`src/pkg/olsb_pkg.sv`:
```
package olsb_pkg;

  // Serial frame
  localparam int unsigned FRAME_BITS      = 16;
  localparam int unsigned BYTE_BITS       = 8;
  localparam logic [4:0]  CNT_ADDR_LAST   = 5'h07;
  localparam logic [4:0]  CNT_DATA_FIRST  = 5'h08;
  localparam logic [4:0]  CNT_FRAME_DONE  = 5'h10;

  // Address byte: [access_kind_bit] 010 01 [frame_flag_bit] 1
  localparam int unsigned ADDR_KIND_POS   = 7;
  localparam int unsigned ADDR_SEL_HI     = 6;
  localparam int unsigned ADDR_SEL_LO     = 2;
  localparam int unsigned ADDR_FRAME_POS  = 1;
  localparam int unsigned ADDR_TAIL_POS   = 0;
  localparam logic [4:0]  ADDR_SEL_UPPER  = 5'h09;
  localparam logic        ADDR_TAIL_VAL   = 1'b1;

  // Field positions of open_load_status_bridges_9_to_12
  localparam int unsigned BRIDGE12_HIGH   = 7;
  localparam int unsigned BRIDGE12_LOW    = 6;
  localparam int unsigned BRIDGE11_HIGH   = 5;
  localparam int unsigned BRIDGE11_LOW    = 4;
  localparam int unsigned BRIDGE10_HIGH   = 3;
  localparam int unsigned BRIDGE10_LOW    = 2;
  localparam int unsigned BRIDGE9_HIGH    = 1;
  localparam int unsigned BRIDGE9_LOW     = 0;

  localparam logic [7:0]  STATUS_RESET    = 8'h00;
  // Outputs that exist in this variant; absent ones stay reserved at zero
  localparam logic [7:0]  PRESENT_MASK    = 8'hff;

  // Status byte sent during the address byte
  localparam int unsigned GLOBAL_ERR_POS  = 7;

  typedef logic [7:0] olsb_byte_t;

endpackage : olsb_pkg

```
`src/core/olsb_flag_bank.sv`:
```
`timescale 1ns/1ps
module olsb_flag_bank (
  input  wire logic              clock,
  input  wire logic              reset_n,
  input  wire olsb_pkg::olsb_byte_t detect,
  input  wire logic              clear,
  input  wire olsb_pkg::olsb_byte_t clear_mask,
  output olsb_pkg::olsb_byte_t   flags_r
);
  import olsb_pkg::*;

  olsb_byte_t set_bits;
  olsb_byte_t flags_nxt;

  always_comb begin
    set_bits  = detect & PRESENT_MASK;
    flags_nxt = flags_r;
    if (clear) begin
      flags_nxt = flags_r & ~clear_mask;
    end
    // Set wins over a clear in the same cycle
    flags_nxt = (flags_nxt | set_bits) & PRESENT_MASK;
  end

  always_ff @(posedge clock or negedge reset_n) begin
    if (!reset_n) begin
      flags_r <= STATUS_RESET;
    end else begin
      flags_r <= flags_nxt;
    end
  end

  a_flag_latched: assert property (
    @(posedge clock) disable iff (!reset_n)
    !clear |=> ((flags_r & $past(flags_r)) == $past(flags_r)))
    else $error("Latched flag dropped without a clear");

  a_clear_zero: assert property (
    @(posedge clock) disable iff (!reset_n)
    (clear && detect == 8'h00) |=> ((flags_r & $past(clear_mask)) == 8'h00))
    else $error("Cleared flag did not return to zero");

  a_reserved_zero: assert property (
    @(posedge clock) disable iff (!reset_n)
    (flags_r & ~PRESENT_MASK) == 8'h00)
    else $error("Reserved flag bit is not zero");

  a_set_wins: assert property (
    @(posedge clock) disable iff (!reset_n)
    (clear && (detect & PRESENT_MASK) != 8'h00)
      |=> ((flags_r & $past(detect & PRESENT_MASK))
           == $past(detect & PRESENT_MASK)))
    else $error("Detection lost against a clearing read");

endmodule : olsb_flag_bank

```
`src/core/olsb_status_upper.sv`:
```
`timescale 1ns/1ps
//Contract
// Address byte middle bits 010 01, then frame flag bit, last bit 1.
// D7 is bridge 12 high-side open flag, D6 its low-side flag.
// D5 is bridge 11 high-side open flag, D4 its low-side flag.
// D3 is bridge 10 high-side open flag, D2 its low-side flag.
// D1 is bridge 9 high-side open flag, D0 its low-side flag.
// Detected open load sets flag to 1; it stays until read clears it.
// Flags are 0 after reset and return to 0 when cleared.
// Flags of absent outputs are reserved and always read 0.
// One-cycle detect pulse sets flag; set beats a coincident clearing read.
module olsb_status_upper (
  input  wire logic            clock,
  input  wire logic            reset_n,
  input  wire logic            spi_cs_n,
  input  wire logic            spi_sclk,
  input  wire logic            spi_sdi,
  output logic                 spi_sdo_out_r,
  output logic                 spi_sdo_oe_r,
  input  wire logic            bridge12_high_open_det,
  input  wire logic            bridge12_low_open_det,
  input  wire logic            bridge11_high_open_det,
  input  wire logic            bridge11_low_open_det,
  input  wire logic            bridge10_high_open_det,
  input  wire logic            bridge10_low_open_det,
  input  wire logic            bridge9_high_open_det,
  input  wire logic            bridge9_low_open_det,
  output olsb_pkg::olsb_byte_t open_load_status_upper
);
  import olsb_pkg::*;

  function automatic logic addr_match(input olsb_byte_t a);
    addr_match = (a[ADDR_SEL_HI:ADDR_SEL_LO] == ADDR_SEL_UPPER)
                 && (a[ADDR_TAIL_POS] == ADDR_TAIL_VAL);
  endfunction : addr_match

  // Pin synchronisers: level accepted once stages two and three agree
  logic [2:0]  cs_sync_r;
  logic [2:0]  sclk_sync_r;
  logic [2:0]  sdi_sync_r;
  logic        cs_lvl_r;
  logic        sclk_lvl_r;
  logic        sdi_lvl_r;

  always_ff @(posedge clock or negedge reset_n) begin
    if (!reset_n) begin
      cs_sync_r   <= 3'h7;
      sclk_sync_r <= 3'h0;
      sdi_sync_r  <= 3'h0;
    end else begin
      cs_sync_r   <= {cs_sync_r[1:0], spi_cs_n};
      sclk_sync_r <= {sclk_sync_r[1:0], spi_sclk};
      sdi_sync_r  <= {sdi_sync_r[1:0], spi_sdi};
    end
  end

  always_ff @(posedge clock or negedge reset_n) begin
    if (!reset_n) begin
      cs_lvl_r   <= 1'b1;
      sclk_lvl_r <= 1'b0;
      sdi_lvl_r  <= 1'b0;
    end else begin
      if (cs_sync_r[1] == cs_sync_r[2]) begin
        cs_lvl_r <= cs_sync_r[2];
      end
      if (sclk_sync_r[1] == sclk_sync_r[2]) begin
        sclk_lvl_r <= sclk_sync_r[2];
      end
      if (sdi_sync_r[1] == sdi_sync_r[2]) begin
        sdi_lvl_r <= sdi_sync_r[2];
      end
    end
  end

  logic cs_new;
  logic sclk_new;
  logic frame_start;
  logic frame_end;
  logic sclk_rise;
  logic sclk_fall;

  always_comb begin
    cs_new   = (cs_sync_r[1] == cs_sync_r[2]) ? cs_sync_r[2] : cs_lvl_r;
    sclk_new = (sclk_sync_r[1] == sclk_sync_r[2]) ? sclk_sync_r[2]
                                                  : sclk_lvl_r;
    frame_start = cs_lvl_r && !cs_new;
    frame_end   = !cs_lvl_r && cs_new;
    sclk_rise   = !cs_lvl_r && !sclk_lvl_r && sclk_new;
    sclk_fall   = !cs_lvl_r && sclk_lvl_r && !sclk_new;
  end

  // Detector pulses in register bit order
  olsb_byte_t det_vec;

  always_comb begin
    det_vec                = 8'h00;
    det_vec[BRIDGE12_HIGH] = bridge12_high_open_det;
    det_vec[BRIDGE12_LOW]  = bridge12_low_open_det;
    det_vec[BRIDGE11_HIGH] = bridge11_high_open_det;
    det_vec[BRIDGE11_LOW]  = bridge11_low_open_det;
    det_vec[BRIDGE10_HIGH] = bridge10_high_open_det;
    det_vec[BRIDGE10_LOW]  = bridge10_low_open_det;
    det_vec[BRIDGE9_HIGH]  = bridge9_high_open_det;
    det_vec[BRIDGE9_LOW]   = bridge9_low_open_det;
  end

  // Frame receiver
  logic [4:0]  bit_cnt_r;
  logic [15:0] rx_r;
  logic        addr_hit_r;
  olsb_byte_t  snap_r;
  logic        clear_r;
  olsb_byte_t  clear_mask_r;
  olsb_byte_t  addr_byte;

  assign addr_byte = {rx_r[BYTE_BITS-2:0], sdi_lvl_r};

  always_ff @(posedge clock or negedge reset_n) begin
    if (!reset_n) begin
      bit_cnt_r  <= 5'h00;
      rx_r       <= 16'h0000;
      addr_hit_r <= 1'b0;
      snap_r     <= STATUS_RESET;
    end else if (frame_start) begin
      bit_cnt_r  <= 5'h00;
      addr_hit_r <= 1'b0;
      snap_r     <= STATUS_RESET;
    end else if (sclk_rise) begin
      rx_r <= {rx_r[FRAME_BITS-2:0], sdi_lvl_r};
      if (bit_cnt_r != CNT_FRAME_DONE + 5'h01) begin
        bit_cnt_r <= bit_cnt_r + 5'h01;
      end
      if (bit_cnt_r == CNT_ADDR_LAST) begin
        addr_hit_r <= addr_match(addr_byte);
        // Snapshot is what the host sees and what gets cleared
        snap_r <= addr_match(addr_byte) ? open_load_status_upper
                                        : STATUS_RESET;
      end
    end
  end

  // Read-to-clear on a complete frame only
  always_ff @(posedge clock or negedge reset_n) begin
    if (!reset_n) begin
      clear_r      <= 1'b0;
      clear_mask_r <= STATUS_RESET;
    end else begin
      clear_r      <= frame_end && addr_hit_r
                      && (bit_cnt_r == CNT_FRAME_DONE);
      clear_mask_r <= snap_r;
    end
  end

  olsb_flag_bank u_flags (
    .clock      (clock),
    .reset_n    (reset_n),
    .detect     (det_vec),
    .clear      (clear_r),
    .clear_mask (clear_mask_r),
    .flags_r    (open_load_status_upper)
  );

  // Transmitter: status byte, then register byte, MSB first
  logic [15:0] tx_r;
  olsb_byte_t  status_byte;

  always_comb begin
    status_byte = 8'h00;
    status_byte[GLOBAL_ERR_POS] = |open_load_status_upper;
  end

  always_ff @(posedge clock or negedge reset_n) begin
    if (!reset_n) begin
      tx_r          <= 16'h0000;
      spi_sdo_out_r <= 1'b0;
      spi_sdo_oe_r  <= 1'b0;
    end else if (frame_end) begin
      spi_sdo_oe_r  <= 1'b0;
      spi_sdo_out_r <= 1'b0;
    end else if (frame_start) begin
      spi_sdo_oe_r  <= 1'b1;
      tx_r          <= {status_byte, 8'h00};
      spi_sdo_out_r <= status_byte[GLOBAL_ERR_POS];
    end else if (sclk_fall) begin
      if (bit_cnt_r == CNT_DATA_FIRST) begin
        tx_r          <= {snap_r, 8'h00};
        spi_sdo_out_r <= snap_r[BYTE_BITS-1];
      end else begin
        tx_r          <= {tx_r[FRAME_BITS-2:0], 1'b0};
        spi_sdo_out_r <= tx_r[FRAME_BITS-2];
      end
    end
  end

  a_addr_decode: assert property (
    @(posedge clock) disable iff (!reset_n)
    (!frame_start && sclk_rise && bit_cnt_r == CNT_ADDR_LAST)
      |=> (addr_hit_r == addr_match($past(addr_byte))))
    else $error("Address byte decode mismatch");

  a_b12_map: assert property (
    @(posedge clock) disable iff (!reset_n)
    (bridge12_high_open_det && bridge12_low_open_det)
      |=> (open_load_status_upper[BRIDGE12_HIGH]
           && open_load_status_upper[BRIDGE12_LOW]))
    else $error("Bridge 12 flag not at its bit");

  a_b11_map: assert property (
    @(posedge clock) disable iff (!reset_n)
    bridge11_high_open_det |=> open_load_status_upper[BRIDGE11_HIGH])
    else $error("Bridge 11 high flag not at its bit");

  a_b11_low: assert property (
    @(posedge clock) disable iff (!reset_n)
    bridge11_low_open_det |=> open_load_status_upper[BRIDGE11_LOW])
    else $error("Bridge 11 low flag not at its bit");

  a_b10_map: assert property (
    @(posedge clock) disable iff (!reset_n)
    (bridge10_high_open_det && bridge10_low_open_det)
      |=> (open_load_status_upper[BRIDGE10_HIGH]
           && open_load_status_upper[BRIDGE10_LOW]))
    else $error("Bridge 10 flag not at its bit");

  a_b9_map: assert property (
    @(posedge clock) disable iff (!reset_n)
    (bridge9_high_open_det && bridge9_low_open_det)
      |=> (open_load_status_upper[BRIDGE9_HIGH]
           && open_load_status_upper[BRIDGE9_LOW]))
    else $error("Bridge 9 flag not at its bit");

  a_read_clears: assert property (
    @(posedge clock) disable iff (!reset_n)
    // Quiet detectors are needed in the cycle the clear is applied
    (frame_end && addr_hit_r && bit_cnt_r == CNT_FRAME_DONE)
      ##1 (det_vec == 8'h00)
      |=> ((open_load_status_upper & $past(snap_r, 2)) == 8'h00))
    else $error("Complete read did not clear the read flags");

endmodule : olsb_status_upper

```
`config.mk`:
```
export PLATFORM = sky130hd
export DESIGN_NAME = olsb_status_upper
export DESIGN_NICKNAME = d
export VERILOG_FILES = /design/src/pkg/olsb_pkg.sv /design/src/core/olsb_flag_bank.sv /design/src/core/olsb_status_upper.sv
export SDC_FILE = /design/constraint.sdc
export NUM_CORES = 1
export LEC_CHECK = 0
export BUFFER_PORTS_ARGS = -buffer_cell sky130_fd_sc_hd__buf_2
export CORE_ASPECT_RATIO = 0.8
export CORE_MARGIN = 2
export CORE_UTILIZATION = 30
export CTS_CLUSTER_DIAMETER = 30
export DETAILED_ROUTE_END_ITERATION = 8
export GPL_TIMING_DRIVEN = 1
export PLACE_DENSITY = 0.5
export SETUP_SLACK_MARGIN = 0.15
export SKIP_CTS_REPAIR_TIMING = 1
export SYNTH_ARGS = -nofsm -noshare
export SYNTH_HDL_FRONTEND = slang
export SYNTH_SLANG_ARGS = --single-unit
```
`constraint.sdc`:
```
create_clock -name clock -period 6.1 [get_ports clock]
set_input_delay 0.61 -clock clock [delete_from_list [all_inputs] [get_ports clock]]
set_output_delay 0.61 -clock clock [all_outputs]
set_load 0.02 [all_outputs]
```
* Yosys cells after proc, flatten, opt, wreduce, memory -nomap -nowiden
Index checks and enable logic that the tools add are counted.
** Word-level totals
- Register bits :: 66
- Output and inout port bits :: 10
- Input bits :: 13
** Cells by class
- Mux-type cells :: 22
- Bitwise logic cells :: 5
- Reduce and logical (&&, ||, !) cells :: 24
- Add/subtract/negate cells :: 1
- Equal/unequal tests :: 8
** Operators with widths (count)
- 15-bit 2-to-1 mux :: 3
- 8-bit 2-to-1 mux :: 5
- 5-bit 2-to-1 mux :: 3
- 1-bit 2-to-1 mux :: 11
- 5-bit by 4-bit equality test with 1-bit output (second input constant) :: 2
- 2-bit nonzero test :: 5
- 1-bit logical AND :: 9
- 8-bit bitwise AND :: 1
- 8-bit inverter :: 1
- 8-bit OR :: 1
- 2-bit AND reduction :: 4
- 8-bit OR reduction :: 1
- 5-bit by 1-bit adder with 5-bit output (second input constant) :: 1
- 5-bit by 3-bit equality test with 1-bit output (second input constant) :: 1
- 5-bit equality test (second input constant) :: 1
- 5-bit inequality test (second input constant) :: 1
- 1-bit zero test :: 4
- 1-bit equality test :: 3
- 3-bit nonzero test :: 1
- 1-bit inverter :: 2

* Depth between registers and ports, before layout
Gate-level depths: netlist of run 1.
- Depth in word-level cells :: 7
- Gate-level depth with buffers :: 9
- Gate-level depth less buffers :: 7

* Hierarchy
From an unflattened synthesis of run 1, not the netlist that was laid out.
** Second synthesis, totals
- Cells, all modules :: 189
- Area, all modules :: 2366.0 µm²
** Modules (own cells, without submodules)
- olsb_status_upper :: area an instance 2068.2 µm², instances 1, seq. area each 1256.2 µm², cells each 164
- olsb_flag_bank :: area an instance 297.8 µm², instances 1, seq. area each 200.2 µm², cells each 25

* Worst setup path before layout of run 1
No wires, ideal clock.
- Path type :: flip-flop to flip-flop
- From :: register cs_lvl_r
- To :: register rx_r[0]
- Setup time :: 125 ps
- Slack :: 4178 ps
- Arrival :: 1797 ps
- Path buffers :: 1
- Cell stages (with the launch flop) :: 7
- Path through :: dfstp_2 a21o_1 o21ai_0 ha_1 clkbuf_1 nor2_1 mux2_2
** Between the ends
- Longest elaborated chain between the ends :: 5
- Elaborated cells on any way between the ends :: 8
** Ends and longest elaborated chain
- start: declaration :: line olsb_status_upper.sv:41 : logic cs_lvl_r;
- start signal: assignment :: line olsb_status_upper.sv:64 : cs_lvl_r <= cs_sync_r[2];
- 1-bit 2-to-1 mux
- 1-bit zero test :: line olsb_status_upper.sv:86 : frame_start = cs_lvl_r && !cs_new;
- 1-bit logical AND :: line olsb_status_upper.sv:86
- 1-bit inverter (no line)
- 2-bit AND reduction (no line) *
- end signal: assignment :: line olsb_status_upper.sv:129 : rx_r <= {rx_r[FRAME_BITS-2:0], sdi_lvl_r};
- end: declaration :: line olsb_status_upper.sv:109 : logic [15:0] rx_r;
Mark *: on every way between the ends. The rest lies on a longest branch, timed or not.
A chain may end at the register's enable or synchronous reset.

* Worst setup path in the final report of run 1
- From :: register cs_lvl_r
- To :: register tx_r[8]
** Between the ends
- Longest elaborated chain between the ends :: 5
- Elaborated cells on any way between the ends :: 11
** Ends and longest elaborated chain
- 1-bit 2-to-1 mux or 1-bit zero test (tied branches)
- 1-bit zero test or 1-bit logical AND (tied branches) :: line olsb_status_upper.sv:86, olsb_status_upper.sv:89
- 1-bit logical AND, on equally long branches :: line olsb_status_upper.sv:86, olsb_status_upper.sv:89
- 2-bit nonzero test (no line)
- 2-bit AND reduction (no line)
- end signal: assignment :: line olsb_status_upper.sv:182 : tx_r <= {status_byte, 8'h00};
- end signal: assignment :: line olsb_status_upper.sv:186 : tx_r <= {snap_r, 8'h00};
- end signal: assignment :: line olsb_status_upper.sv:189 : tx_r <= {tx_r[FRAME_BITS-2:0], 1'b0};
- end: declaration :: line olsb_status_upper.sv:164 : logic [15:0] tx_r;
Several ways; a longest one is shown, not always the timed one.

==> impl_results.md, run 1 <==
* Filler cells at 777
* Cell-internal power at 0.000652 W
* Worst path most repeated cell: o21ai_0
* Synth warn at 0
* Clock sink total at 58
* Reg2reg path depth at 5
* Synth Register Bits at 58
* Setup WS pre-CTS at 3.56 ns
* Final net count at 232
* Post-synthesis sequential area ratio at 61.7%
* Status: complete, no violations
* Final HPWL DP at 2.73 mm
* Multi-input gate area at 845 sq um
* Sequential Area at 1460 sq um
* CTS Buffer Depth at 2
* # H-tree levels at 3
* Full die area at 8600 sq um
* Crit end category: flop
* Largest net degree at the start of global routing at 59
* Maximum VDD drop at 0.136 mV
* Clk pwr share at 41.5%
* Top cell type's share of synthesized area at 57.3%
* Antenna Cells at 0
* Instance count on the critical path at 5
* Prevailing post-synth register cell: dfrtp_1
* Max incr delay on CP at 0.86 ns
* Gate power share at 8.3%
* Cells along the critical path: a21o_1 > o21ai_0 > ha_1 > o21bai_1 > o21ai_0
* Max Slew Vio Count at 0
* Crit path kind: flop to flop
* NetSw at 0.000202 W
* ANT nets after route at 0
* Slowest-stage cell, CP: o21bai_1
* Final setup TNS at 0 ns
* Final worst slack at 3.56 ns
* Crit-path leading delay family: compound AO/OA/AOI/OAI gates
* Synthesized area at 2360 sq um
* Max_cap viols at 0
* Post-route DRC at 0
* Vias per cell at 4.46
* Worst Path Max Fanout at 26
* Antenna violations before repair at 0
* P_leak at 1.15 nW
* Worst-path clk slew at 0.06 ns
* Post-Route WL at 4.19 mm
* RSZ-0062 raised after global routing: false
* Critical Path RT at 6.27 ns
* Syn avg cell area at 12.6 sq um
* Number of top-level pins at 23
* Cell count after synthesis at 188
* Final setup fails at 0
* Router iterations before antenna repair at 4
* Post-synth EDFFs at 0
* Layout cells sized above 1 at 24.7%
* Die H at 83.3 um
* Critical Path AT at 2.71 ns
* Hold depth at 0
* Clk root buf: clkbuf_8
* Final estimated routing congestion in global placement at 0.686
* Syn Nets at 206
* I/O Buffers at 22
* # rows at 28
* Sw frac at 23.6%
* FFs w/ async S/R, synth at 100%
* TritonCTS clock tree: yes
* Fmax at 0.394 GHz
* Crit share post-route at 41.6%
* Total grt overflow at 0
* Cell taking the most area after synthesis: dfrtp_1
* Starting Density at 31.5%
* GRT Overall Usage at 11.1%
* Top cells by area, synth: dfrtp_1 57%, dfstp_2 4.5%, nand2_1 3.0%
* Minimum clock period at 2.54 ns
* CTS buffer count at 9
* Vias at 1445
* Worst relative slew slack at 38.2%
* Initial DRC Count at 62
* WL/cell at 12.9 um
* CP startpoint kind: flop
* Power per cell area at 308 nW/um^2
* Core area at 7500 sq um
* Count of cell types in the netlist at 36
* Worst slew pin tran at 0.925 ns
* First-pass GRT wire length at 7.11 mm
* Buffers & Inverters on Critical Path at 0
* Worst skew pair latency at 0.33 ns
* Flop pwr share at 50.3%
* Area growth, synth to finish at 17.3%
* Vias in the first global route at 1393
* Clk_skew at 0.00529 ns
* Final Hold Viols at 0
* Die Width at 103 um
* Hold crit path type: flop to flop
-- stage by stage --
stage / total power, W / std cells / instance area [sq um] / hold WS [ns] / util, %
after detailed placement: 0.000508 / 308 / 2560 / 0.338 / 34.2
after global routing: 0.000901 / 324 / 2770 / 0.353 / 36.9
after global placement: 0.000507 / 308 / 2560 / 0.337 / 34.2
after CTS: 0.000872 / 324 / 2770 / 0.352 / 36.9
final: 0.000854 / 324 / 2770 / 0.351 / 36.9
after floorplan: 0.000480 / 188 / 2360 / 0.314 / -
-- sequential cells by signal (all words and copies together), names as in the netlist, 3 cells and up --
name and flops:
bit_cnt_r 5, clear_mask_r 8, cs_sync_r 3, rx_r 6
sclk_sync_r 3, sdi_sync_r 3, snap_r 8, tx_r 7
u_flags.flags_r 8
-- final timing paths --
kind                               start                 end  slack (ns)
max in group asynchronous        reset_n           snap_r[1]        5.19
min in group asynchronous        reset_n  u_flags.flags_r[5]        0.42
min reg2reg                sdi_sync_r[0]       sdi_sync_r[1]        0.35
max reg2reg                     cs_lvl_r             tx_r[8]        3.56
max                             cs_lvl_r             tx_r[8]        3.56
min                        sdi_sync_r[0]       sdi_sync_r[1]        0.35
-- cell type report --
cell class	count	share of cell area, %
flip-flops and latches	58	52.6
multi-input cells	118	30.5
clock buffers	11	5.47
well taps	105	4.74
repair buffers	23	4.25
clock inverters	5	1.90
inverters	4	0.542
-- kinds of logic after synthesis --
logic type | count (synthesis) | synth area share (%)
compound gates | 32 | 8.75
xor+xnor | 4 | 1.48
fa+ha+maj | 7 | 3.50
buf+inv | 12 | 2.49
flops | 58 | 61.7
mux | 12 | 5.41
simple gates | 63 | 16.6
-- synthesized netlist by cell type, drive strengths merged (3+ instances only) --
library cell / instances
dfrtp: 54
nand2: 19
o21ai: 13
a21o: 9
nand2b: 9
nand3: 8
nor2: 7
mux2: 6
mux2i: 6
o31ai: 6
ha: 5
buf: 4
clkbuf: 4
dfstp: 4
inv: 4
nand3b: 3
nor4: 3
nor4bb: 3
-- cells in the final DEF, fill, tap and decap left out, types with 7 or more instances in the layout --
master | Yosys | layout
a21o_1 | 9 | 9
buf_2 | 2 | 22
clkbuf_8 | 0 | 11
dfrtp_1 | 54 | 54
nand2_1 | 19 | 19
nand2b_1 | 9 | 9
nand3_1 | 8 | 8
nor2_1 | 7 | 7
o21ai_0 | 9 | 9
-- power groups by stage --
stage                     Combinational, W  Sequential [W]  Clock, W
after floorplan                  0.0000438        0.000436         0
after global placement           0.0000713        0.000436         0
after detailed placement         0.0000723        0.000436         0
after CTS                        0.0000725        0.000429  0.000371
after global routing             0.0000793        0.000432  0.000389
final                            0.0000706        0.000429  0.000354
-- routing by layer --
layer	GRT usage, %	share of wire (%)	vias up	wire (um)
li1	-	-	714	-
met4	3.59	1.2	0	52
met1	16.4	52	697	2180
met5	0	0	-	0
met2	14.2	42	29	1750
met3	4.88	5.0	5	210
Power figures use the tool's default switching activity.
==> inputs of run 2 (changes only) <==
PLACE_DENSITY = 0.52   (was 0.5)
clock period = 2.2 ns   (was 6.1 ns; I/O delays follow)
==> run 2 against run 1 <==
  * First-iteration DRC count decreased by 26%
  * Global-route usage is 0.12 points lower
  * Flip-flop and latch count did not move
  * Design area rose by 1.9%
  * Sequential share of layout area down 0.98 points
  * Clock skew is 0.0020 ns higher
  * Utilization up 0.70 points
  * Die area stayed put
  * Worst hold slack got worse by 0.29 ns
  * Fmax is 38% higher
==> impl_results.md, run 2 (synthesis gave the netlist of run 1 again) <==
* Status: complete, no violations (unchanged)
* Starting Density at 31.5% (unchanged)
* Router iterations before antenna repair at 5 (was 4)
* Tot Pwr at 0.00224 W (was 0.000854 W)
* Critical Path RT at 2.41 ns (was 6.27 ns)
* CP startpoint kind: flop (unchanged)
* Fmax at 0.545 GHz (was 0.394 GHz)
* Antenna Cells at 0 (unchanged)
* Final setup fails at 0 (unchanged)
* R2R setup slack at 0.37 ns (was 3.56 ns)
* CTS buffer count at 9 (unchanged)
* RSZ-0062 raised after global routing: false (unchanged)
* Full die area at 8600 sq um (unchanged)
* Sw frac at 24.0% (was 23.6%)
* Setup WS pre-CTS at 0.211 ns (was 3.56 ns)
* Antenna violations before repair at 0 (unchanged)
* Largest net degree at the start of global routing at 34 (was 59)
* Flop pwr share at 53.2% (was 50.3%)
* I/O Buffers at 22 (unchanged)
* Core area at 7500 sq um (unchanged)
* Vias in the first global route at 1494 (was 1393)
* Minimum clock period at 1.83 ns (was 2.54 ns)
* WHS at 0.0646 ns (was 0.351 ns)
* Commonest non-fill, non-tap cell in the layout: dfrtp_1 (unchanged)
* Most frequent cells in the layout: 54 x dfrtp_1, 22 x buf_2, 19 x nand2_1, 11 x clkbuf_8 (unchanged)
* Hold crit path type: primary input to flop (was flop to flop)
* Crit path kind: flop to flop (unchanged)
* Vias at 1483 (was 1445)
* Critical Path AT at 2.04 ns (was 2.71 ns)
* Vias per cell at 4.48 (was 4.46)
* Clk root buf: clkbuf_8 (unchanged)
* Max_cap viols at 0 (unchanged)
* Post-route DRC at 0 (unchanged)
* Final estimated routing congestion in global placement at 0.761 (was 0.686)
* Final HPWL DP at 2.90 mm (was 2.73 mm)
* Die Width at 103 um (unchanged)
* Crit end category: flop (unchanged)
* Worst relative slew slack at 59.5% (was 38.2%)
* Final worst slack at 0.365 ns (was 3.56 ns)
* Crit share post-route at 83.4% (was 41.6%)
* Clk_skew at 0.00731 ns (was 0.00529 ns)
* Layout cells sized above 1 at 25.7% (was 24.7%)
* P_leak at 1.18 nW (was 1.15 nW)
* Number of top-level pins at 23 (unchanged)
* # rows at 28 (unchanged)
* Worst-path clk slew at 0.06 ns (about the same)
* CTS Buffer Depth at 2 (unchanged)
* NetSw at 0.000538 W (was 0.000202 W)
* Clk pwr share at 37.2% (was 41.5%)
* Worst slew pin tran at 0.607 ns (was 0.925 ns)
* Final setup TNS at 0 ns (unchanged)
* Area growth, synth to finish at 19.6% (was 17.3%)
* Final net count at 240 (was 232)
* Die H at 83.3 um (unchanged)
* Worst skew pair latency at 0.33 ns (about the same)
* Total grt overflow at 0 (unchanged)
* Initial DRC Count at 46 (was 62)
* Power per cell area at 795 nW/um^2 (was 308 nW/um^2)
* Gate power share at 9.5% (was 8.3%)
* ANT nets after route at 0 (unchanged)
* Biggest regs: clear_mask_r: 8 flops, snap_r: 8 flops, u_flags.flags_r: 8 flops (unchanged)
* Post-Route WL at 4.29 mm (was 4.19 mm)
* Maximum VDD drop at 0.510 mV (was 0.136 mV)
* Cell-internal power at 0.00170 W (was 0.000652 W)
* Max Slew Vio Count at 0 (unchanged)
* Final Hold Viols at 0 (unchanged)
* TritonCTS clock tree: yes (unchanged)
* Clock sink total at 58 (unchanged)
* WL/cell at 12.9 um (about the same)
* # H-tree levels at 3 (unchanged)
* First-pass GRT wire length at 7.20 mm (was 7.11 mm)
* GRT Overall Usage at 10.9% (was 11.1%)
* Worst Path Max Fanout at 13 (was 26)
## run 2: cell types whose count changed in the layout (fill, tap and decap cells not counted), sizes merged
cell / change
bufinv: -1
clkinvlp: -1
clkbuf: +1
dlygate4sd3: +4
buf: +4
## run 2: final timing paths
path,startpoint,end,cells past startpoint
max reg2reg,cs_lvl_r,rx_r[5],6
min reg2reg,sdi_sync_r[0],sdi_sync_r[1],0
min in group asynchronous,reset_n,clear_mask_r[3],2
min,bridge12_high_open_det,u_flags.flags_r[7],2
max,cs_lvl_r,rx_r[5],6
max in group asynchronous,reset_n,cs_sync_r[1],3
## run 2: metal layers
metal | vias up | track usage, % | wire length (um)
li1 | 726 | - | -
met1 | 720 | 15.0 | 2200
met2 | 32 | 15.3 | 1870
met3 | 5 | 4.55 | 192
met4 | 0 | 4.19 | 29
met5 | - | 0 | 0
## run 2: per-stage QoR
step	util (%)	area [sq um]	cells
global route	37.6	2820	331
finish	37.6	2820	331
detailed placement	34.8	2610	312
global placement	34.8	2610	312
CTS	37.0	2780	327
floorplan	-	2360	188
## run 2: layout make-up
| type | count | area [sq um] |
|---|---|---|
| clock inverter | 3 | 15.0 |
| fill | 751 | 4680 |
| timing repair buffer | 31 | 200 |
| inverter | 4 | 15.0 |
| sequential | 58 | 1460 |
| multi-input combinational | 118 | 848 |
| clock buffer | 12 | 155 |
| tap | 105 | 131 |
## run 2: worst max-delay path, cell delays in order, from the launching register on
cell and delay [ns]:
dfstp_2 0.59, a21o_1 0.13, o21ai_0 0.11, ha_2 0.29, nor2_1 0.12, buf_4 0.16, mux2_2 0.33
## run 2: power groups by stage
stage | combinational [W] | sequential [W] | clock (W)
CTS | 0.000213 | 0.00119 | 0.000877
global route | 0.000240 | 0.00120 | 0.000918
global placement | 0.000207 | 0.00121 | 0
detailed placement | 0.000210 | 0.00121 | 0
finish | 0.000213 | 0.00119 | 0.000835
floorplan | 0.000122 | 0.00121 | 0
==> inputs of run 3 (changes only) <==
clock period = 1.65 ns   (was 2.2 ns; I/O delays follow)
==> run 3 against run 2 <==
  * Count of clock-buffer cells in the layout is 2 lower
  * First-iteration DRC count is 41% higher
  * Clock power is 34% higher
  * Critical path depth is 1 higher
  * Critical path type unchanged
  * Wire length is 12% higher
  * Largest power group unchanged
==> impl_results.md, run 3 (synthesis gave the netlist of run 1 again) <==
* Number of top-level pins at 23 (unchanged)
* CTS Buffer Depth at 2 (unchanged)
* Die Width at 103 um (unchanged)
* RSZ-0062 raised after global routing: true (was false)
* TritonCTS clock tree: yes (unchanged)
* Vias per cell at 4.50 (was 4.48)
* Clk_skew at 0.00530 ns (was 0.00731 ns)
* Full die area at 8600 sq um (unchanged)
* Worst-path clk slew at 0.06 ns (about the same)
* Post-Route WL at 4.80 mm (was 4.29 mm)
* Area growth, synth to finish at 36.9% (was 19.6%)
* Maximum VDD drop at 0.563 mV (was 0.510 mV)
* Flop pwr share at 50.9% (was 53.2%)
* Worst Path Max Fanout at 7 (was 13)
* Worst skew pair latency at 0.34 ns (was 0.33 ns)
* Max Slew Vio Count at 0 (unchanged)
* Status: complete, no violations (unchanged)
* Antenna violations before repair at 0 (unchanged)
* WL/cell at 13.6 um (was 12.9 um)
* Core area at 7500 sq um (unchanged)
* Filler cells at 740 (was 751)
* Hold crit path type: primary input to flop (unchanged)
* Die H at 83.3 um (unchanged)
* Cell-internal power at 0.00232 W (was 0.00170 W)
* Worst slew pin tran at 0.463 ns (was 0.607 ns)
* Biggest regs: clear_mask_r: 8 flops, snap_r: 8 flops, u_flags.flags_r: 8 flops (unchanged)
* Post-route DRC at 0 (unchanged)
* Crit share post-route at 98.4% (was 83.4%)
* NetSw at 0.000813 W (was 0.000538 W)
* Clk root buf: clkbuf_8 (unchanged)
* Final setup TNS at 0 ns (unchanged)
* Minimum clock period at 1.62 ns (was 1.83 ns)
* Fmax at 0.616 GHz (was 0.545 GHz)
* Router iterations before antenna repair at 6 (was 5)
* Placed Cells incl. Taps at 322 (was 312)
* # H-tree levels at 3 (unchanged)
* Crit path kind: flop to flop (unchanged)
* Starting Density at 31.5% (unchanged)
* Largest net degree at the start of global routing at 25 (was 34)
* Commonest non-fill, non-tap cell in the layout: dfrtp_1 (unchanged)
* Critical Path AT at 1.87 ns (was 2.04 ns)
* Power per cell area at 970 nW/um^2 (was 795 nW/um^2)
* First-pass GRT wire length at 7.69 mm (was 7.20 mm)
* ANT nets after route at 0 (unchanged)
* Antenna Cells at 0 (unchanged)
* Worst relative slew slack at 69.2% (was 59.5%)
* Critical Path RT at 1.90 ns (was 2.41 ns)
* Final Hold Viols at 0 (unchanged)
* Final worst slack at 0.0263 ns (was 0.365 ns)
* # rows at 28 (unchanged)
* Most frequent cells in the layout: 53 x dfrtp_1, 22 x buf_2, 19 x nand2_1, 14 x buf_4 (was 54 x dfrtp_1, 22 x buf_2, 19 x nand2_1, 11 x clkbuf_8)
* Sw frac at 25.9% (was 24.0%)
* P_leak at 1.34 nW (was 1.18 nW)
* GRT Overall Usage at 12.0% (was 10.9%)
* Clock sink total at 58 (unchanged)
* CTS buffer count at 9 (unchanged)
* Crit end category: flop (unchanged)
* Non-Filler Instances at 353 (was 331)
* Total grt overflow at 0 (unchanged)
* Final HPWL DP at 3.16 mm (was 2.90 mm)
* Vias in the first global route at 1533 (was 1494)
* Initial DRC Count at 65 (was 46)
* Final setup fails at 0 (unchanged)
* Final net count at 261 (was 240)
* Clk pwr share at 35.7% (was 37.2%)
* Vias at 1588 (was 1483)
* Max_cap viols at 0 (unchanged)
* CP startpoint kind: flop (unchanged)
* Gate power share at 13.4% (was 9.5%)
* Final estimated routing congestion in global placement at 0.754 (was 0.761)
* Setup WS pre-CTS at -0.0533 ns (was 0.211 ns)
* I/O Buffers at 22 (unchanged)
* Layout cells sized above 1 at 41.5% (was 25.7%)
-- run 3: critical path, stage by stage (launching register included) --
cell and delay (ns):
dfstp_2 0.38, buf_4 0.13, o21ai_2 0.17, inv_1 0.09, ha_2 0.19, o21bai_4 0.20
buf_12 0.16, o31ai_2 0.22
-- run 3: final cells by class --
class | instances | area, sq um | area share [%]
Sequential cell | 58 | 1460 | 45.1
Multi-Input combinational cell | 118 | 1030 | 32.0
Tap cell | 105 | 131 | 4.07
Timing Repair Buffer | 52 | 423 | 13.1
Inverter | 4 | 15.0 | 0.465
Clock buffer | 10 | 138 | 4.26
Clock inverter | 6 | 32.5 | 1.01
-- run 3: through the flow --
| step | power [W] | util (%) | cell area, sq um | hold slack, ns |
|---|---|---|---|---|
| after floorplan | 0.00179 | - | 2400 | -0.131 |
| after global placement | 0.00193 | 36.3 | 2720 | 0.139 |
| after detailed placement | 0.00194 | 36.3 | 2720 | 0.140 |
| after CTS | 0.00307 | 38.6 | 2890 | -0.226 |
| after global routing | 0.00332 | 43.1 | 3230 | 0.00157 |
| final | 0.00313 | 43.1 | 3230 | 0.00597 |
-- run 3: power groups by stage --
| stage | sequential [W] | combinational (W) | clock [W] |
|---|---|---|---|
| 4_1_cts | 0.00159 | 0.000328 | 0.00116 |
| 2_1_floorplan | 0.00161 | 0.000178 | 0 |
| 3_5_place_dp | 0.00161 | 0.000325 | 0 |
| 6_report | 0.00159 | 0.000421 | 0.00112 |
| 3_3_place_gp | 0.00161 | 0.000320 | 0 |
| 5_1_grt | 0.00161 | 0.000466 | 0.00125 |
-- run 3: path summary, 6_finish.rpt --
path | from | end | slack, ns | depth (start not counted)
max | cs_lvl_r | tx_r[14] | 0.03 | 7
min | bridge9_high_open_det | u_flags.flags_r[1] | 0.006 | 2
max reg2reg | cs_lvl_r | tx_r[14] | 0.03 | 7
min reg2reg | sclk_sync_r[0] | sclk_sync_r[1] | 0.35 | 0
max in group asynchronous | reset_n | bit_cnt_r[0] | 0.81 | 3
min in group asynchronous | reset_n | snap_r[2] | 0.32 | 2
-- run 3: metal layers --
layer | vias to the layer above | part of all wire [%] | GRT usage [%]
li1 | 775 | - | -
met1 | 774 | 52 | 17.6
met2 | 31 | 43 | 15.2
met3 | 8 | 4.5 | 5.81
met4 | 0 | 0.88 | 3.95
met5 | - | 0 | 0
